===== config.mk =====
export PLATFORM = sky130hd
export DESIGN_NAME = crs_regset
export DESIGN_NICKNAME = d
export VERILOG_FILES = /design/src/logic/crs_pkg.sv /design/src/logic/crs_regset.sv /design/src/logic/crs_acc.sv
export SDC_FILE = /design/constraint.sdc
export NUM_CORES = 2
export LEC_CHECK = 0
export BUFFER_PORTS_ARGS = -buffer_cell sky130_fd_sc_hd__buf_2
export CAP_MARGIN = 10
export CORE_UTILIZATION = 60
export CTS_BUF_LIST = sky130_fd_sc_hd__clkbuf_4 sky130_fd_sc_hd__clkbuf_8 sky130_fd_sc_hd__clkbuf_16
export CTS_CLUSTER_DIAMETER = 100
export DETAILED_ROUTE_END_ITERATION = 12
export HOLD_SLACK_MARGIN = 0.03
export PLACE_DENSITY_LB_ADDON = 0.1
export SYNTH_ARGS = -nofsm -noshare
export SYNTH_HDL_FRONTEND = slang
export SYNTH_SLANG_ARGS = --single-unit

===== constraint.sdc =====
create_clock -name ref_clk_in -period 4.25 [get_ports ref_clk_in]
set_input_delay 0.2125 -clock ref_clk_in [delete_from_list [all_inputs] [get_ports ref_clk_in]]
set_output_delay 0.2125 -clock ref_clk_in [all_outputs]
set_load 0.05 [all_outputs]

===== src/logic/crs_pkg.sv =====
package crs_pkg;

   // ---------------------------------------------------------------
   // widths and counts
   // ---------------------------------------------------------------
   localparam int WORD_W = 32;
   localparam int ACC_W = 64;
   localparam int GPR_COUNT = 16;
   localparam int GPR_IDX_W = 4;
   localparam int VEC_NUM_W = 8;

   // ---------------------------------------------------------------
   // field positions
   // ---------------------------------------------------------------
   // stack pointer select bit inside the status word
   localparam int PSW_U_BIT = 17;
   // accumulator halves and middle word
   localparam int ACC_HI_MSB = 63;
   localparam int ACC_HI_LSB = 32;
   localparam int ACC_LO_MSB = 31;
   localparam int ACC_LO_LSB = 0;
   localparam int ACC_MID_MSB = 47;
   localparam int ACC_MID_LSB = 16;
   // vector table entries are one word, so the number shifts by two
   localparam int VEC_SHIFT = 2;

   // ---------------------------------------------------------------
   // reset values
   // ---------------------------------------------------------------
   localparam logic [WORD_W-1:0] WORD_RST = 32'h0000_0000;
   localparam logic [ACC_W-1:0] ACC_RST = 64'h0000_0000_0000_0000;
   localparam logic [GPR_IDX_W-1:0] SP_IDX = 4'h0;

   // ---------------------------------------------------------------
   // control register select codes
   // ---------------------------------------------------------------
   typedef enum logic [2:0] {
      CTL_ISP,
      CTL_USP,
      CTL_VECTOR_TABLE_BASE,
      CTL_PC,
      CTL_PSW,
      CTL_BPC,
      CTL_SAVED_STATUS_WORD,
      CTL_FAST_VECTOR_ADDRESS
   } crs_ctl_sel_t;

   // ---------------------------------------------------------------
   // accumulator operations
   // ---------------------------------------------------------------
   typedef enum logic [2:0] {
      ACC_NOP,
      ACC_WR_HI,
      ACC_WR_LO,
      ACC_PROD_LOAD,
      ACC_PROD_SUM,
      ACC_RD_HI,
      ACC_RD_MID
   } crs_acc_op_t;

endpackage


===== src/logic/crs_regset.sv =====
`timescale 1ns/1ps

// Functional notes
// - sixteen registers, register zero is stack pointer
// - status bit selects interrupt or user stack
// - vector table base locates interrupt vectors
// - program counter holds executing instruction address
// - status word reflects results and cpu state
// - fast interrupt saves program counter
// - fast interrupt saves status word, same layout
// - fast interrupt branches to fast vector register
// - 64-bit accumulator for dsp instructions
// - multiply instructions overwrite or accumulate accumulator
// - half writes load high or low word
// - reads return high word or middle word

module crs_regset
   import crs_pkg::*;
(
   // clock, reset and enable
   input wire logic ref_clk_in,
   input wire logic rst_n_in,
   input wire logic clk_en_in,
   // general register write
   input wire logic gpr_wr_en_in,
   input wire logic [GPR_IDX_W-1:0] gpr_wr_idx_in,
   input wire logic [WORD_W-1:0] gpr_wr_data_in,
   // general register read
   input wire logic [GPR_IDX_W-1:0] gpr_rd_idx_in,
   output logic [WORD_W-1:0] gpr_rd_data_out,
   // control register access
   input wire logic ctl_wr_en_in,
   input wire crs_ctl_sel_t ctl_wr_sel_in,
   input wire logic [WORD_W-1:0] ctl_wr_data_in,
   input wire crs_ctl_sel_t ctl_rd_sel_in,
   output logic [WORD_W-1:0] ctl_rd_data_out,
   // fast interrupt entry and return
   input wire logic fast_int_accept_in,
   input wire logic fast_int_return_in,
   // relocatable vector lookup
   input wire logic vec_req_in,
   input wire logic [VEC_NUM_W-1:0] vec_num_in,
   output logic [WORD_W-1:0] vec_addr_out,
   output logic vec_valid_out,
   // accumulator operations
   input wire crs_acc_op_t acc_op_in,
   input wire logic [WORD_W-1:0] acc_word_in,
   input wire logic [ACC_W-1:0] acc_product_in,
   output logic [ACC_W-1:0] acc_value_out,
   output logic [WORD_W-1:0] acc_rd_data_out,
   // live state toward execution
   output logic [WORD_W-1:0] program_counter_out,
   output logic [WORD_W-1:0] processor_status_word_out
);

   // ---------------------------------------------------------------
   // decode helpers
   // ---------------------------------------------------------------
   // true when a general write lands on register index i
   function automatic logic gpr_hit(input logic en,
                                    input logic [GPR_IDX_W-1:0] idx,
                                    input logic [GPR_IDX_W-1:0] i);
      gpr_hit = en && (idx == i);
   endfunction

   // true when a control write selects the given register
   function automatic logic ctl_hit(input logic en,
                                    input crs_ctl_sel_t sel,
                                    input crs_ctl_sel_t which);
      ctl_hit = en && (sel == which);
   endfunction

   // ---------------------------------------------------------------
   // storage
   // ---------------------------------------------------------------
   logic [WORD_W-1:0] gpr [GPR_COUNT]; // index 0 unused, see stacks
   logic [WORD_W-1:0] interrupt_stack_pointer; // stack in supervisor
   logic [WORD_W-1:0] user_stack_pointer; // stack in user mode
   logic [WORD_W-1:0] vector_table_base; // start of vector table
   logic [WORD_W-1:0] saved_program_counter; // copy for fast return
   logic [WORD_W-1:0] saved_status_word; // copy for fast return
   logic [WORD_W-1:0] fast_vector_address; // fast interrupt target
   logic stack_sel_user; // current stack choice
   logic sp_wr; // general write aimed at the stack pointer

   assign stack_sel_user = processor_status_word_out[PSW_U_BIT];
   assign sp_wr = gpr_hit(gpr_wr_en_in, gpr_wr_idx_in, SP_IDX);
   assign gpr[0] = WORD_RST;

   // ---------------------------------------------------------------
   // general registers one to fifteen
   // ---------------------------------------------------------------
   // each register is its own flop bank; index 0 is handled below
   for (genvar i = 1; i < GPR_COUNT; i++)
   begin : g_gpr
      always_ff @(posedge ref_clk_in or negedge rst_n_in)
      begin
         if (!rst_n_in)
            gpr[i] <= WORD_RST;
         else if (clk_en_in &&
                  gpr_hit(gpr_wr_en_in, gpr_wr_idx_in,
                          GPR_IDX_W'(i)))
            gpr[i] <= gpr_wr_data_in;
      end
   end

   // ---------------------------------------------------------------
   // stack pointers
   // ---------------------------------------------------------------
   // register zero writes follow the select bit; a control write to
   // the same stack in the same cycle loses, as it is the rarer path.
   // alignment is left to software, the low bits are stored as given.
   always_ff @(posedge ref_clk_in or negedge rst_n_in)
   begin
      if (!rst_n_in)
         interrupt_stack_pointer <= WORD_RST;
      else if (clk_en_in)
      begin
         if (sp_wr && !stack_sel_user)
            interrupt_stack_pointer <= gpr_wr_data_in;
         else if (ctl_hit(ctl_wr_en_in, ctl_wr_sel_in, CTL_ISP))
            interrupt_stack_pointer <= ctl_wr_data_in;
      end
   end

   // user stack, same priority as above
   always_ff @(posedge ref_clk_in or negedge rst_n_in)
   begin
      if (!rst_n_in)
         user_stack_pointer <= WORD_RST;
      else if (clk_en_in)
      begin
         if (sp_wr && stack_sel_user)
            user_stack_pointer <= gpr_wr_data_in;
         else if (ctl_hit(ctl_wr_en_in, ctl_wr_sel_in, CTL_USP))
            user_stack_pointer <= ctl_wr_data_in;
      end
   end

   // ---------------------------------------------------------------
   // plain control registers
   // ---------------------------------------------------------------
   // table base and fast vector change only by explicit writes
   always_ff @(posedge ref_clk_in or negedge rst_n_in)
   begin
      if (!rst_n_in)
      begin
         vector_table_base <= WORD_RST;
         fast_vector_address <= WORD_RST;
      end
      else if (clk_en_in)
      begin
         if (ctl_hit(ctl_wr_en_in, ctl_wr_sel_in, CTL_VECTOR_TABLE_BASE))
            vector_table_base <= ctl_wr_data_in;
         if (ctl_hit(ctl_wr_en_in, ctl_wr_sel_in, CTL_FAST_VECTOR_ADDRESS))
            fast_vector_address <= ctl_wr_data_in;
      end
   end

   // ---------------------------------------------------------------
   // program counter
   // ---------------------------------------------------------------
   // interrupt entry beats return, which beats a normal pc load
   always_ff @(posedge ref_clk_in or negedge rst_n_in)
   begin
      if (!rst_n_in)
         program_counter_out <= WORD_RST;
      else if (clk_en_in)
      begin
         if (fast_int_accept_in)
            program_counter_out <= fast_vector_address;
         else if (fast_int_return_in)
            program_counter_out <= saved_program_counter;
         else if (ctl_hit(ctl_wr_en_in, ctl_wr_sel_in, CTL_PC))
            program_counter_out <= ctl_wr_data_in;
      end
   end

   // ---------------------------------------------------------------
   // status word
   // ---------------------------------------------------------------
   // execution writes results and state; return restores the copy in
   // the same edge as the program counter so no mixed state is seen
   always_ff @(posedge ref_clk_in or negedge rst_n_in)
   begin
      if (!rst_n_in)
         processor_status_word_out <= WORD_RST;
      else if (clk_en_in)
      begin
         if (fast_int_return_in && !fast_int_accept_in)
            processor_status_word_out <= saved_status_word;
         else if (ctl_hit(ctl_wr_en_in, ctl_wr_sel_in, CTL_PSW))
            processor_status_word_out <= ctl_wr_data_in;
      end
   end

   // ---------------------------------------------------------------
   // fast interrupt backups
   // ---------------------------------------------------------------
   // the accept snapshot wins over a software write in the same cycle
   always_ff @(posedge ref_clk_in or negedge rst_n_in)
   begin
      if (!rst_n_in)
      begin
         saved_program_counter <= WORD_RST;
         saved_status_word <= WORD_RST;
      end
      else if (clk_en_in)
      begin
         if (fast_int_accept_in)
         begin
            saved_program_counter <= program_counter_out;
            saved_status_word <= processor_status_word_out;
         end
         else
         begin
            if (ctl_hit(ctl_wr_en_in, ctl_wr_sel_in, CTL_BPC))
               saved_program_counter <= ctl_wr_data_in;
            if (ctl_hit(ctl_wr_en_in, ctl_wr_sel_in, CTL_SAVED_STATUS_WORD))
               saved_status_word <= ctl_wr_data_in;
         end
      end
   end

   // ---------------------------------------------------------------
   // read ports
   // ---------------------------------------------------------------
   // register zero reads whichever stack the select bit names
   always_ff @(posedge ref_clk_in or negedge rst_n_in)
   begin
      if (!rst_n_in)
         gpr_rd_data_out <= WORD_RST;
      else if (clk_en_in)
      begin
         if (gpr_rd_idx_in == SP_IDX)
            gpr_rd_data_out <= stack_sel_user ? user_stack_pointer :
                               interrupt_stack_pointer;
         else
            gpr_rd_data_out <= gpr[gpr_rd_idx_in];
      end
   end

   // control register read, old value if written in the same cycle
   always_ff @(posedge ref_clk_in or negedge rst_n_in)
   begin
      if (!rst_n_in)
         ctl_rd_data_out <= WORD_RST;
      else if (clk_en_in)
      begin
         case (ctl_rd_sel_in)
            CTL_ISP: ctl_rd_data_out <= interrupt_stack_pointer;
            CTL_USP: ctl_rd_data_out <= user_stack_pointer;
            CTL_VECTOR_TABLE_BASE: ctl_rd_data_out <= vector_table_base;
            CTL_PC: ctl_rd_data_out <= program_counter_out;
            CTL_PSW: ctl_rd_data_out <= processor_status_word_out;
            CTL_BPC: ctl_rd_data_out <= saved_program_counter;
            CTL_SAVED_STATUS_WORD: ctl_rd_data_out <= saved_status_word;
            CTL_FAST_VECTOR_ADDRESS: ctl_rd_data_out <= fast_vector_address;
            default: ctl_rd_data_out <= WORD_RST;
         endcase
      end
   end

   // ---------------------------------------------------------------
   // vector lookup
   // ---------------------------------------------------------------
   // entry address is base plus four times the vector number
   always_ff @(posedge ref_clk_in or negedge rst_n_in)
   begin
      if (!rst_n_in)
      begin
         vec_addr_out <= WORD_RST;
         vec_valid_out <= 1'b0;
      end
      else if (clk_en_in)
      begin
         vec_valid_out <= vec_req_in;
         if (vec_req_in)
            vec_addr_out <= vector_table_base +
               (WORD_W'(vec_num_in) << VEC_SHIFT);
      end
   end

   // ---------------------------------------------------------------
   // accumulator
   // ---------------------------------------------------------------
   // kept in its own unit so the dsp datapath can grow separately
   crs_acc u_acc (
      .ref_clk_in(ref_clk_in),
      .rst_n_in(rst_n_in),
      .clk_en_in(clk_en_in),
      .acc_op_in(acc_op_in),
      .acc_word_in(acc_word_in),
      .acc_product_in(acc_product_in),
      .acc_value_out(acc_value_out),
      .acc_rd_data_out(acc_rd_data_out)
   );

endmodule


===== src/logic/crs_acc.sv =====
`timescale 1ns/1ps

module crs_acc
   import crs_pkg::*;
(
   // clock and reset
   input wire logic ref_clk_in,
   input wire logic rst_n_in,
   input wire logic clk_en_in,
   // operation request
   input wire crs_acc_op_t acc_op_in,
   input wire logic [WORD_W-1:0] acc_word_in,
   input wire logic [ACC_W-1:0] acc_product_in,
   // results
   output logic [ACC_W-1:0] acc_value_out,
   output logic [WORD_W-1:0] acc_rd_data_out
);

   // ---------------------------------------------------------------
   // accumulator storage
   // ---------------------------------------------------------------
   // the accumulator itself; the output is the flop
   always_ff @(posedge ref_clk_in or negedge rst_n_in)
   begin
      if (!rst_n_in)
         acc_value_out <= ACC_RST;
      else if (clk_en_in)
      begin
         case (acc_op_in)
            // half writes keep the other half intact
            ACC_WR_HI:
               acc_value_out[ACC_HI_MSB:ACC_HI_LSB] <= acc_word_in;
            ACC_WR_LO:
               acc_value_out[ACC_LO_MSB:ACC_LO_LSB] <= acc_word_in;
            // wide and plain multiply overwrite the old value
            ACC_PROD_LOAD:
               acc_value_out <= acc_product_in;
            // repeated multiply-accumulate adds; carry out of 64 is lost
            ACC_PROD_SUM:
               acc_value_out <= acc_value_out + acc_product_in;
            default:
               acc_value_out <= acc_value_out;
         endcase
      end
   end

   // ---------------------------------------------------------------
   // read path
   // ---------------------------------------------------------------
   // registered read, so the word lands one cycle after the request
   always_ff @(posedge ref_clk_in or negedge rst_n_in)
   begin
      if (!rst_n_in)
         acc_rd_data_out <= WORD_RST;
      else if (clk_en_in)
      begin
         case (acc_op_in)
            ACC_RD_HI:
               acc_rd_data_out <= acc_value_out[ACC_HI_MSB:ACC_HI_LSB];
            ACC_RD_MID:
               acc_rd_data_out <= acc_value_out[ACC_MID_MSB:ACC_MID_LSB];
            default:
               acc_rd_data_out <= acc_rd_data_out;
         endcase
      end
   end

endmodule


==> summary.md <==
| Metric | Value |
|---|---|
| Initial antenna violation count | `9` |
| Area Growth Syn to Fin | `17.49%` |
| Wirelength per Cell | `about 25 um` |
| Max stage delay on crit path | `about 0.60 ns` |
| First-pass GRT wire length | `between 200 and 250 mm` |
| Most common cell after layout, fill and taps aside | `dfrtp_1` |
| PD cells | `~530 nW/um^2` |
| CTS root buf | `clkbuf_16` |
| WHS Endpoint | `user_stack_pointer[6]` |
| CP Capture Type | `flop` |
| Distinct cells, synth | `81` |
| Slowest CP cell | `dlygate4sd3_1` |
| Worst Path Arrival | `4.53 ns` |
| DRC Markers | `0` |
| RSZ-0062 raised after global routing | `no` |
| Max Clock Skew | `roughly 0.056 ns` |
| Area leader, netlist | `dfrtp_1` |
| Nets | `just over 5,000` |
| Post-Synthesis Cells | `roughly 4,400` |
| Cell depth of the worst flop-to-flop path | `12` |
| Startpoint Class | `flop` |
| Final Core Density | `0.7156` |
| Worst skew pair latency | `0.68 ns` |
| Hold Violations, Final | `0` |
| Syn Area/Cell | `10.98 um^2` |
| Total GRT Usage | `0.3680` |
| Overflow after GRT | `0` |
| Post-cts gate resize count | `0` |
| Yosys top cell area share | `0.4808` |
| Detailed Route WL | `~150 mm` |
| Die H | `between 200 and 300 um` |
| First-pass DRT Iterations | `8` |
| Area occupied by multi-input gates | `23,570 um^2` |
| P_leak | `approximately 26 nW` |
| DIE WIDTH | `between 200 and 300 um` |
| Core Region | `just under 80,000 um^2` |
| CTS buffer count | `slightly below 100` |
| Hold Path Stages | `3` |
| Final Cycle Share | `0.9484` |
| Hold Path Origin | `gpr_wr_data_in[6]` |
| Initial Utilization | `0.6090` |
| Input/output buffers | `449` |
| Synth Net Count | `approximately 4,700` |
| Vias per cell | `6.354` |
| Peak VDD IR | `between 0.4 and 0.5 mV` |
| # fillers | `between 5,000 and 6,000` |
| Worst-Margin Slew | `about 1.1 ns` |
| Ys Warns | `0` |
| Final Cell Area | `about 57,000 um^2` |
| Worst Path Max Fanout | `9` |
| Async SR Flop Fraction | `1.000` |
| Required @ worst endpoint | `roughly 4.8 ns` |
| Worst R2R Setup Slack | `around 0.22 ns` |
| Final Max Slew Viols | `0` |
| Max Cap Viol | `0` |
| Detail Route Antenna Nets | `0` |
| CP Class | `reg2reg` |
| Fraction of layout cells with a size suffix above 1 | `0.2931` |
| Setup TNS | `0 ns` |
| Io pins | `between 400 and 500` |
| Rows | `slightly above 100` |
| Buf/Inv on CP | `1` |
| Yosys reg bits | `roughly 930` |
| Top Family by Delay on Critical Path | `compound AO/OA/AOI/OAI gates` |
| Sequential share of the synthesized area | `0.4808` |
| Largest net degree at the start of global routing | `113` |
| Hpwl dp | `a little over 100 mm` |
| Seq. cell area | `about 23,000 um^2` |
| CTS tree | `built` |
| Clk sinks | `approximately 930` |
| Min-Delay Path Class | `in2reg` |
| Most frequent cells in the layout | `dfrtp_1, mux2_2, nand2_1, buf_2, o21ai_0` |
| FF-to-FF Start | `u_acc.acc_value_out[24]` |
| DR iter-0 viols | `between 3,000 and 4,000` |
| Post-synth EDFFs | `0` |
| H-Tree Depth | `3` |
| Largest cells by area after synthesis | `dfrtp_1, mux2_2, mux2i_1` |
| Syn Std Cell Area | `about 48,000 um^2` |
| Vias in the first global route | `roughly 37,000` |
| Tmin final | `around 4.0 ns` |
| Die area | `81,720 um^2` |
| Final Wtd Congestion | `just under 1` |
| Relative slew margins | `0.2808` |
| Placed cell area | `51,580 um^2` |
| Status | `completed` |
| Synth Flop Type | `dfrtp_1` |
| Fmax | `about 250 MHz` |
| Reg clk slew, reported paths | `around 0.060 ns` |
| Via count | `38,040` |
| Final setup vio count | `0` |
| Clock Path Buffers | `3` |
| Worst r2r dst | `u_acc.acc_value_out[54]` |
| Critical Path, Cell by Cell | `ha_1 > nand4_1 > nor3_1 > a22o_1 > a311o_1 > or3_1 > a21oi_2 > a21oi_1 > mux2i_1 > a222oi_1 > dlygate4sd3_1 > o21ai_1` |
[cells by family after synthesis]
kind of cell / Yosys count / share of synthesized area
compound gates: 1059 / 0.1332
xor+xnor: 83 / 0.01503
fa+ha+maj: 73 / 0.01920
buf+inv: 454 / 0.03576
flops: 929 / 0.4808
mux: 947 / 0.2386
simple gates: 858 / 0.07745
[state kept, by name (all words and copies together), names as in the netlist]
signal / count
user_stack_pointer: 32
u_acc.acc_rd_data_out: 32
ctl_rd_data_out: 32
interrupt_stack_pointer: 32
vec_addr_out: 32
fast_vector_address: 32
vec_valid_out: 1
vector_table_base: 32
gpr_rd_data_out: 32
saved_status_word: 32
program_counter_out: 32
u_acc.acc_value_out: 64
gpr: 480
saved_program_counter: 32
processor_status_word_out: 32
[synth_stat cells (all sizes together), types with 5 or more instances]
master,instances
nand3b,8
a221oi,57
nand4,28
and2,10
a22o,14
a21o,31
a211oi,25
ha,71
mux2i,267
nor4,6
buf,77
nor2b,48
o31ai,5
inv,103
o211ai,56
o22ai,9
xor2,29
or3,6
mux4,107
nor3,26
o21a,10
clkbuf,273
a22oi,39
a31oi,15
o21ai,431
xnor2,54
nand2,458
nor2,194
nor3b,5
o21bai,17
a21boi,6
nand2b,11
nand3,26
dfrtp,929
o221ai,39
a21oi,275
a221o,7
and3,16
mux2,573
[report_power, final]
| part | total (mW) | internal, mW | leakage (nW) | switching [mW] |
|---|---|---|---|---|
| registers | 12.1 | 10.7 | 11.7 | 1.41 |
| logic | 8.72 | 3.25 | 12.7 | 5.46 |
| clock network | 9.29 | 5.54 | 1.77 | 3.75 |
[worst register-to-register path, delay by kind of cell, from the launching register on]
family | cells | cell delay [ns]
AO/OA/AOI/OAI | 6 | 1.49
adder cells (fa/ha/maj) | 1 | 0.43
buffers and inverters | 1 | 0.60
flip-flops | 1 | 0.42
multiplexers | 1 | 0.18
AND/OR/NAND/NOR | 3 | 0.75
[how the worst max path moves through the flow]
| stage | startpoint | endpoint | slack (ns) | cells after the start |
|---|---|---|---|---|
| floorplan | u_acc.acc_value_out[0] | u_acc.acc_value_out[56] | 0.87 | 13 |
| global placement | u_acc.acc_value_out[0] | u_acc.acc_value_out[56] | 0.81 | 13 |
| detailed placement | u_acc.acc_value_out[0] | u_acc.acc_value_out[56] | 0.82 | 13 |
| CTS | u_acc.acc_value_out[16] | u_acc.acc_value_out[54] | 0.34 | 12 |
| global route | u_acc.acc_value_out[13] | u_acc.acc_value_out[54] | 0.08 | 12 |
| finish | u_acc.acc_value_out[24] | u_acc.acc_value_out[54] | 0.22 | 12 |
[repair_timing]
action,CTS,global route
endpoints found under the hold margin,302,0
setup buffers,0,0
hold buffers,166,0
[stage by stage]
| step | worst slack (ns) | cells | power (mW) | hold WS, ns |
|---|---|---|---|---|
| after detailed placement | 0.8190 | 5635 | 20.58 | 0.2974 |
| after global placement | 0.8117 | 5635 | 20.38 | 0.2913 |
| after CTS | 0.3436 | 5980 | 30.02 | 0.03093 |
| after floorplan | 0.8650 | 4403 | 17.89 | -0.08309 |
| final | 0.2193 | 5987 | 30.07 | 0.05094 |
| after global routing | 0.07540 | 5985 | 31.32 | 0.07255 |
[cell type report]
| cell class | instances | area share |
|---|---|---|
| Inverter | 104 | 0.006872 |
| Timing Repair Buffer | 698 | 0.08310 |
| Clock buffer | 143 | 0.05216 |
| Sequential cell | 929 | 0.4093 |
| Clock inverter | 36 | 0.01022 |
| Multi-Input combinational cell | 3020 | 0.4149 |
| Antenna cell | 7 | 0.0003084 |
| Tap cell | 1050 | 0.02313 |
[per-layer routing]
metal  global-route usage  vias up  routed length (um)
li1                     -    16860                   -
met1               0.5414    19230               65220
met2               0.5534     1653               67300
met3              0.07081      292               13000
met4               0.1147        6                4750
met5                    0        -                  34
(Power assumes the default switching activity.)
